$ cat src/include/exec_regs.svh
`ifndef EXEC_REGS_SVH
`define EXEC_REGS_SVH

// ----------------------------------------
// Flag register bit positions
// ----------------------------------------
`define FLAG_POS_C 3'h0
`define FLAG_POS_Z 3'h1
`define FLAG_POS_N 3'h2
`define FLAG_POS_V 3'h3
`define FLAG_POS_S 3'h4
`define FLAG_POS_H 3'h5
`define FLAG_POS_T 3'h6
`define FLAG_POS_I 3'h7

// ----------------------------------------
// Reset values
// ----------------------------------------
`define FLAG_RESET 8'h00
`define GPR_RESET 8'h00
`define MEM_ADDR_RESET 16'h0000

// ----------------------------------------
// Pointer pair base registers (low byte)
// ----------------------------------------
`define PTR_X_BASE 5'h1a
`define PTR_Y_BASE 5'h1c
`define PTR_Z_BASE 5'h1e

// ----------------------------------------
// Timing counts in clock cycles
// ----------------------------------------
`define ALU_OP_CYCLES 1
`define MEM_OP_CYCLES 2

`endif

$ cat src/include/exec_pkg.sv
// ----------------------------------------
// Shared types of the execution core
// ----------------------------------------
package exec_pkg;

    // Operation selector
    typedef enum logic [3:0] {
        OP_ROTATE_RIGHT_VIA_CARRY,
        OP_ARITH_SHIFT_RIGHT,
        OP_NIBBLE_SWAP,
        OP_FLAG_SET_BY_INDEX,
        OP_FLAG_CLEAR_BY_INDEX,
        OP_COPY_BIT_TO_TRANSFER_FLAG,
        OP_COPY_TRANSFER_FLAG_TO_BIT,
        OP_COPY_REGISTER,
        OP_COPY_REGISTER_PAIR,
        OP_LOAD_IMMEDIATE,
        OP_LOAD,
        OP_WRITE
    } op_type;

    // Addressing mode of a load or write
    typedef enum logic [2:0] {
        AM_PLAIN,
        AM_POST_INC,
        AM_PRE_DEC,
        AM_DISPLACED,
        AM_DIRECT
    } amode_type;

    // Pointer pair selector
    typedef enum logic [1:0] {
        PTR_X,
        PTR_Y,
        PTR_Z
    } ptr_type;

    // One command to the core
    typedef struct packed {
        op_type op;
        amode_type mode;
        ptr_type ptr;
        logic [4:0] dst;
        logic [4:0] src;
        logic [2:0] bit_sel;
        logic [7:0] imm;
        logic [15:0] addr;
    } cmd_type;

    // Data memory request
    typedef struct packed {
        logic [15:0] addr;
        logic [7:0] wdata;
        logic re;
        logic we;
    } mem_req_type;

endpackage : exec_pkg

$ cat src/logic/gp_register_file.sv
`timescale 1ns/1ps
`include "exec_regs.svh"

// ----------------------------------------
// 32 x 8 general register file
// ----------------------------------------
module gp_register_file (
    input wire logic sys_clk_in,
    input wire logic reset_in,
    input wire logic [4:0] a_addr_in,
    output logic [7:0] a_data_out,
    input wire logic [4:0] b_addr_in,
    output logic [7:0] b_data_out,
    input wire logic [4:0] p_addr_in,
    output logic [15:0] p_data_out,
    input wire logic w_en_in,
    input wire logic w_pair_in,
    input wire logic [4:0] w_addr_in,
    input wire logic [15:0] w_data_in,
    input wire logic [4:0] peek_addr_in,
    output logic [7:0] peek_data_out
);

    logic [7:0] regs_r [32]; // Register storage

    // ----------------------------------------
    // Per-register write, pair writes land on both halves
    // ----------------------------------------
    genvar g;
    generate
        for (g = 0; g < 32; g++) begin : gen_reg
            logic hit; // This register is written
            assign hit = w_en_in && (w_pair_in ? (w_addr_in[4:1] == 4'(g / 2)) : (w_addr_in == 5'(g)));
            // Odd half of a pair takes the upper byte
            always_ff @(posedge sys_clk_in or posedge reset_in) begin
                if (reset_in) begin
                    regs_r[g] <= `GPR_RESET;
                end else if (hit) begin
                    regs_r[g] <= (w_pair_in && (g % 2 == 1)) ? w_data_in[15:8] : w_data_in[7:0];
                end
            end
        end
    endgenerate

    // Core read ports, flop outputs read directly for single-cycle ops
    assign a_data_out = regs_r[a_addr_in];
    assign b_data_out = regs_r[b_addr_in];
    assign p_data_out = {regs_r[{p_addr_in[4:1], 1'b1}], regs_r[{p_addr_in[4:1], 1'b0}]};

    // Observation port, registered
    always_ff @(posedge sys_clk_in or posedge reset_in) begin
        if (reset_in) begin
            peek_data_out <= `GPR_RESET;
        end else begin
            peek_data_out <= regs_r[peek_addr_in];
        end
    end

endmodule : gp_register_file

$ cat src/logic/bitops_load_store_exec.sv
`timescale 1ns/1ps
`include "exec_regs.svh"

// Operation
// - Rotate right through carry, one cycle
// - Arithmetic shift right keeps sign, one cycle
// - Set or clear any flag by index
// - Copy register bit into transfer flag
// - Copy transfer flag into register bit
// - Load then increment pointer, two cycles
// - Decrement pointer then load, two cycles
// - Load from pointer plus displacement, two cycles
// - Load from direct address, two cycles
// - Write then increment pointer, two cycles
// - Decrement pointer then write, two cycles
// - Write to pointer plus displacement, two cycles
module bitops_load_store_exec (
    input wire logic sys_clk_in,
    input wire logic reset_in,
    input wire logic cmd_valid_in,
    input wire exec_pkg::cmd_type cmd_in,
    output logic cmd_ready_out,
    output logic done_out,
    output exec_pkg::mem_req_type mem_req_out,
    input wire logic [7:0] mem_rdata_in,
    output logic [7:0] flag_register_out,
    input wire logic [4:0] peek_addr_in,
    output logic [7:0] peek_data_out
);

    // ----------------------------------------
    // Local state and helpers
    // ----------------------------------------
    typedef enum logic {PH_IDLE, PH_MEM} state_type;

    state_type state_r; // Idle or memory phase
    logic [7:0] flag_r; // Status flags
    logic [4:0] dst_r; // Load destination held over the memory phase
    logic load_r; // Memory phase is a load
    logic done_r; // Completion pulse
    logic [15:0] maddr_r; // Memory address
    logic [7:0] mwdata_r; // Memory write data
    logic [7:0] a_data; // Destination register value
    logic [7:0] b_data; // Source register value
    logic [15:0] p_data; // Pointer or source pair value
    logic [4:0] p_addr; // Pair read select
    logic accept; // Command taken this edge
    logic is_mem; // Command uses data memory
    logic ptr_update; // Command moves its pointer
    logic [15:0] eff_addr; // Effective memory address
    logic [15:0] ptr_next; // Updated pointer value
    logic [7:0] shift_res; // Rotate or shift result
    logic w_en; // Register write enable
    logic w_pair; // Register write is a pair
    logic [4:0] w_addr; // Register write address
    logic [15:0] w_data; // Register write data

    // Pointer pair base register
    function automatic logic [4:0] ptr_base(input exec_pkg::ptr_type p);
        unique case (p)
            exec_pkg::PTR_X: ptr_base = `PTR_X_BASE;
            exec_pkg::PTR_Y: ptr_base = `PTR_Y_BASE;
            exec_pkg::PTR_Z: ptr_base = `PTR_Z_BASE;
            default: ptr_base = `PTR_Z_BASE;
        endcase
    endfunction : ptr_base

    // ----------------------------------------
    // Command decode
    // ----------------------------------------
    // Memory ops hold off the next command for one cycle
    assign cmd_ready_out = (state_r == PH_IDLE);
    assign accept = cmd_valid_in && cmd_ready_out;
    assign is_mem = (cmd_in.op == exec_pkg::OP_LOAD) || (cmd_in.op == exec_pkg::OP_WRITE);
    assign ptr_update = is_mem && ((cmd_in.mode == exec_pkg::AM_POST_INC) || (cmd_in.mode == exec_pkg::AM_PRE_DEC));
    // Pair copy reads the even-aligned source pair through the pointer port
    assign p_addr = (cmd_in.op == exec_pkg::OP_COPY_REGISTER_PAIR) ? {cmd_in.src[4:1], 1'b0} : ptr_base(cmd_in.ptr);

    // Rotate pulls old carry in, shift replicates the sign
    assign shift_res = (cmd_in.op == exec_pkg::OP_ROTATE_RIGHT_VIA_CARRY) ?
        {flag_r[`FLAG_POS_C], a_data[7:1]} : {a_data[7], a_data[7:1]};

    // ----------------------------------------
    // Address generation
    // ----------------------------------------
    always_comb begin
        eff_addr = p_data;
        ptr_next = p_data;
        unique case (cmd_in.mode)
            exec_pkg::AM_PLAIN: begin
                eff_addr = p_data;
            end
            exec_pkg::AM_POST_INC: begin
                eff_addr = p_data;
                ptr_next = p_data + 16'h0001;
            end
            exec_pkg::AM_PRE_DEC: begin
                eff_addr = p_data - 16'h0001;
                ptr_next = p_data - 16'h0001;
            end
            exec_pkg::AM_DISPLACED: begin
                // Displacement is six bits, pointer untouched
                eff_addr = p_data + {10'h000, cmd_in.imm[5:0]};
            end
            exec_pkg::AM_DIRECT: begin
                eff_addr = cmd_in.addr;
            end
            default: begin
                eff_addr = p_data;
            end
        endcase
    end

    // ----------------------------------------
    // Register write port
    // ----------------------------------------
    // One write per cycle; post-increment and pre-decrement loads write the pointer first and data next cycle
    always_comb begin
        w_en = 1'b0;
        w_pair = 1'b0;
        w_addr = cmd_in.dst;
        w_data = {8'h00, a_data};
        if (state_r == PH_MEM) begin
            // Memory phase: only a load writes its destination
            w_en = load_r;
            w_addr = dst_r;
            w_data = {8'h00, mem_rdata_in};
        end else if (accept) begin
            unique case (cmd_in.op)
                exec_pkg::OP_ROTATE_RIGHT_VIA_CARRY, exec_pkg::OP_ARITH_SHIFT_RIGHT: begin
                    w_en = 1'b1;
                    w_data = {8'h00, shift_res};
                end
                exec_pkg::OP_NIBBLE_SWAP: begin
                    w_en = 1'b1;
                    w_data = {8'h00, a_data[3:0], a_data[7:4]};
                end
                exec_pkg::OP_COPY_TRANSFER_FLAG_TO_BIT: begin
                    w_en = 1'b1;
                    w_data = {8'h00, (a_data & ~(8'h01 << cmd_in.bit_sel)) |
                        ({7'h00, flag_r[`FLAG_POS_T]} << cmd_in.bit_sel)};
                end
                exec_pkg::OP_COPY_REGISTER: begin
                    w_en = 1'b1;
                    w_data = {8'h00, b_data};
                end
                exec_pkg::OP_COPY_REGISTER_PAIR: begin
                    w_en = 1'b1;
                    w_pair = 1'b1;
                    w_addr = {cmd_in.dst[4:1], 1'b0};
                    w_data = p_data;
                end
                exec_pkg::OP_LOAD_IMMEDIATE: begin
                    w_en = 1'b1;
                    w_data = {8'h00, cmd_in.imm};
                end
                exec_pkg::OP_LOAD, exec_pkg::OP_WRITE: begin
                    // Pointer moves at the first edge
                    w_en = ptr_update;
                    w_pair = 1'b1;
                    w_addr = ptr_base(cmd_in.ptr);
                    w_data = ptr_next;
                end
                default: begin
                    w_en = 1'b0;
                end
            endcase
        end
    end

    // ----------------------------------------
    // Status flags
    // ----------------------------------------
    // Loads, writes, copies, swap and bit load leave flags alone
    always_ff @(posedge sys_clk_in or posedge reset_in) begin
        if (reset_in) begin
            flag_r <= `FLAG_RESET;
        end else if (accept) begin
            unique case (cmd_in.op)
                exec_pkg::OP_ROTATE_RIGHT_VIA_CARRY, exec_pkg::OP_ARITH_SHIFT_RIGHT: begin
                    flag_r[`FLAG_POS_C] <= a_data[0];
                    flag_r[`FLAG_POS_Z] <= (shift_res == 8'h00);
                    flag_r[`FLAG_POS_N] <= shift_res[7];
                    flag_r[`FLAG_POS_V] <= shift_res[7] ^ a_data[0];
                end
                exec_pkg::OP_FLAG_SET_BY_INDEX: begin
                    flag_r[cmd_in.bit_sel] <= 1'b1;
                end
                exec_pkg::OP_FLAG_CLEAR_BY_INDEX: begin
                    flag_r[cmd_in.bit_sel] <= 1'b0;
                end
                exec_pkg::OP_COPY_BIT_TO_TRANSFER_FLAG: begin
                    flag_r[`FLAG_POS_T] <= b_data[cmd_in.bit_sel];
                end
                default: begin
                    flag_r <= flag_r;
                end
            endcase
        end
    end

    // ----------------------------------------
    // Sequencing
    // ----------------------------------------
    always_ff @(posedge sys_clk_in or posedge reset_in) begin
        if (reset_in) begin
            state_r <= PH_IDLE;
        end else begin
            unique case (state_r)
                PH_IDLE: begin
                    if (accept && is_mem) begin
                        state_r <= PH_MEM;
                    end
                end
                PH_MEM: begin
                    state_r <= PH_IDLE;
                end
            endcase
        end
    end

    // Completion pulse after the last edge of each command
    always_ff @(posedge sys_clk_in or posedge reset_in) begin
        if (reset_in) begin
            done_r <= 1'b0;
        end else begin
            done_r <= (accept && !is_mem) || (state_r == PH_MEM);
        end
    end

    // ----------------------------------------
    // Memory request registers
    // ----------------------------------------
    // Address and data are captured at accept so outputs come from flops
    always_ff @(posedge sys_clk_in or posedge reset_in) begin
        if (reset_in) begin
            maddr_r <= `MEM_ADDR_RESET;
            mwdata_r <= 8'h00;
            dst_r <= 5'h00;
            load_r <= 1'b0;
        end else if (accept && is_mem) begin
            maddr_r <= eff_addr;
            mwdata_r <= b_data;
            dst_r <= cmd_in.dst;
            load_r <= (cmd_in.op == exec_pkg::OP_LOAD);
        end
    end

    // Strobes stand only in the memory phase
    assign mem_req_out.addr = maddr_r;
    assign mem_req_out.wdata = mwdata_r;
    assign mem_req_out.re = (state_r == PH_MEM) && load_r;
    assign mem_req_out.we = (state_r == PH_MEM) && !load_r;
    assign done_out = done_r;
    assign flag_register_out = flag_r;

    // ----------------------------------------
    // Register file
    // ----------------------------------------
    gp_register_file u_regs (
        .sys_clk_in(sys_clk_in),
        .reset_in(reset_in),
        .a_addr_in(cmd_in.dst),
        .a_data_out(a_data),
        .b_addr_in(cmd_in.src),
        .b_data_out(b_data),
        .p_addr_in(p_addr),
        .p_data_out(p_data),
        .w_en_in(w_en),
        .w_pair_in(w_pair),
        .w_addr_in(w_addr),
        .w_data_in(w_data),
        .peek_addr_in(peek_addr_in),
        .peek_data_out(peek_data_out)
    );

endmodule : bitops_load_store_exec

$ cat config.mk
export PLATFORM = sky130hd
export DESIGN_NAME = bitops_load_store_exec
export DESIGN_NICKNAME = d
export VERILOG_FILES = /design/src/include/exec_pkg.sv /design/src/logic/gp_register_file.sv /design/src/logic/bitops_load_store_exec.sv
export VERILOG_INCLUDE_DIRS = /design/src /design/src/include
export SDC_FILE = /design/constraint.sdc
export NUM_CORES = 1
export LEC_CHECK = 0
export BUFFER_PORTS_ARGS = -buffer_cell sky130_fd_sc_hd__buf_4
export CAP_MARGIN = 20
export CORE_MARGIN = 2
export CORE_UTILIZATION = 44
export CTS_CLUSTER_SIZE = 16
export DETAILED_ROUTE_END_ITERATION = 10
export PLACE_DENSITY = 0.67
export SLEW_MARGIN = 5
export SYNTH_ARGS = -nofsm -noshare
export SYNTH_HDL_FRONTEND = slang
export SYNTH_HIERARCHICAL = 1
export SYNTH_SLANG_ARGS = --single-unit
$ cat constraint.sdc
create_clock -name sys_clk_in -period 12.86 [get_ports sys_clk_in]
set_clock_uncertainty 0.2 [all_clocks]
set_input_delay 1.929 -clock sys_clk_in [delete_from_list [all_inputs] [get_ports sys_clk_in]]
set_output_delay 1.929 -clock sys_clk_in [all_outputs]
set_load 0.005 [all_outputs]
==> out/qor.yml <==
status: "finished, final reports clean"
crit_required_ps: 13110
max-vdd-ir-drop_v: 0.0000912
routed-via-count: 16800
met2_length_mm: 34.5
post_cts_resize_count: 0
setup.worst_path.end_class: "flop"
report.final.setup_viol: 0
timing.critical_path.to: "u_regs/regs_r[38]$_DFFE_PP0P_"
powerDensity_mw_per_mm2: 114
die_footprint_sq_mm: 0.0531
rr_endpoint: "u_regs/regs_r[38]$_DFFE_PP0P_"
worst_setup_hold_path_clk_slew_ps: 60
wl_met1_mm: 29.1
syn_avg_cell_area_sq_um: 13.6
drt_first_iter_violations: 2172
design.final.nets: 1742
clock-sinks: 304
grt_pass1_wl_mm: 114
crit_fanout: 25
critPathLaunchType: "primary input"
area.growth.synth_to_final_pct: 10.9
track_usage_pct: 29.4
tritoncts.num_buffers: 37
maximum_number_of_pins_on_one_net_before_global_route_repair: 110
post_route_cells_drive_above_1_share_pct: 50.4
finalHoldViolations: 0
met3_wirelength_mm: 9.08
vias_in_the_first_global_route: 16700
dp_hpwl_mm: 50.4
launching_element_of_the_worst_setup_path: "cmd_in[42]"
rows: 82
finalCriticalPeriod_ps: 8570
routed_via_density: 7.11
maxSlewHeadroom_pct: 22.7
syn-num-nets: 1726
ys_warn_count: 6
gr-total-overflow: 0
drv_slew: 0
highest_routed_metal_layer: "met4"
firstDrtPassIters: 7
clock_insertion_delay_worst_skew_ps: 580
n_antenna_cell: 0
routedWlPerCell_um: 32.4
syn_inst: 1655
die-width_um: 230
io-pin-count: 106
netlist_area_sq_mm: 0.0226
start_util_pct: 44.8
grt_setup_unrepaired: "no"
clock_tree.htree_level_count: 2
die_h_um: 230
number_of_cells_in_the_design_after_placement: 2303
final_min_period_over_clock_period_pct: 66.6
routed_wl_mm: 76.8
worstRegToRegCells: 13
cts_max_path_buffers: 3
timing.reg2reg.setup_slack_ps: 7650
cts_tree: "built"
timing_worst_setup_path_type: "primary input to flop"
hp-class: "flop to flop"
max_freq_mhz: 117
final_cell_count_no_fill: 2370
drv.max_cap_violation_count: 0
antenna_found_initial: 0
r2r-start: "u_regs/regs_r[232]$_DFFE_PP0P_"
place.gp.congestion: 0.936
cts-hold-fix-buffers: 0
drt.antenna.violating_nets: 0
post_cts.repair.setup_buffers: 0
leakage_power_nw: 10.5
place.port_buffers: 105
critical_path_arrival_ps: 8820
clk_root_buffer_cell: "clkbuf_16"
max_slew.worst_pin.slew_ps: 1160
fin_setup_tns_ps: 0
post-route-drc-count: 0
core_footprint_sq_mm: 0.0504
[critical path, stage by stage]
cell and delay (ps):
buf_4 200, or4b_1 780, a21oi_4 810, buf_4 500, mux4_2 580, mux4_2 690, inv_1 250, ha_1 390
or3b_1 510, or3_1 400, o22ai_1 220, xor2_1 110, a211oi_1 250, o21ai_1 150, buf_4 260, mux2_2 400
mux2_2 320
[cell usage in the layout (no fill, tap or decap), types with 23 or more instances in the layout]
master and instances:
mux2i_1 23, dfrtp_1 304, o21ai_0 51, nand2_1 95, buf_4 137, a21oi_1 40, nor2_1 60, mux2_2 288
clkbuf_16 38, mux4_2 322
[per-layer routing]
metal / track usage [%] / up-vias
li1: - / 6687
met1: 39.8 / 8724
met2: 43.8 / 1200
met3: 8.21 / 228
met4: 14.3 / 0
met5: 0 / -
[registers in the layout (all words and copies together) (netlist names), named ones only]
register              flops
state_r                   1
flag_register_out         5
done_out                  1
u_regs/regs_r           256
maddr_r                  16
load_r                    1
dst_r                     5
mwdata_r                  8
u_regs/peek_data_out      8
[per-stage QoR]
| stage | instance area, sq um | util [%] | hold slack, ps | setup WS [ps] | total power [mW] |
|---|---|---|---|---|---|
| floorplan | 22600 | - | 245 | 3460 | 1.56 |
| global placement | 23700 | 47.1 | 260 | 3800 | 1.76 |
| detailed placement | 23700 | 47.1 | 273 | 3800 | 1.77 |
| CTS | 25000 | 49.6 | 288 | 4390 | 2.87 |
| global route | 25000 | 49.7 | 308 | 4160 | 2.97 |
| finish | 25000 | 49.7 | 280 | 4290 | 2.86 |
[how the worst min path moves through the flow]
| stage | cells after the start | start | end |
|---|---|---|---|
| after floorplan | 2 | dst_r[0]$_DFFE_PP0P_ | dst_r[0]$_DFFE_PP0P_ |
| after global placement | 2 | mwdata_r[5]$_DFFE_PP0P_ | mwdata_r[5]$_DFFE_PP0P_ |
| after detailed placement | 2 | dst_r[0]$_DFFE_PP0P_ | dst_r[0]$_DFFE_PP0P_ |
| after CTS | 2 | mwdata_r[5]$_DFFE_PP0P_ | mwdata_r[5]$_DFFE_PP0P_ |
| after global routing | 2 | maddr_r[10]$_DFFE_PP0P_ | maddr_r[10]$_DFFE_PP0P_ |
| final | 2 | mwdata_r[6]$_DFFE_PP0P_ | mwdata_r[6]$_DFFE_PP0P_ |
[where the power goes]
part           internal (mW)  leakage, nW  switching, mW  total (mW)
logic                  0.314         5.73          0.335       0.649
clock network          0.651        0.621          0.441        1.09
registers               1.04         4.16         0.0811        1.12
total                   2.00         10.5          0.857        2.86
[final cells by class]
class                           count  area [sq um]
Clock inverter                     13           169
Timing Repair Buffer              138          1060
Tap cell                          672           841
Multi-Input combinational cell   1173         14200
Sequential cell                   304          7610
Clock buffer                       53          1090
Inverter                           17          71.3
Fill cell                        4304         25400
Power figures use the tool's default switching activity.
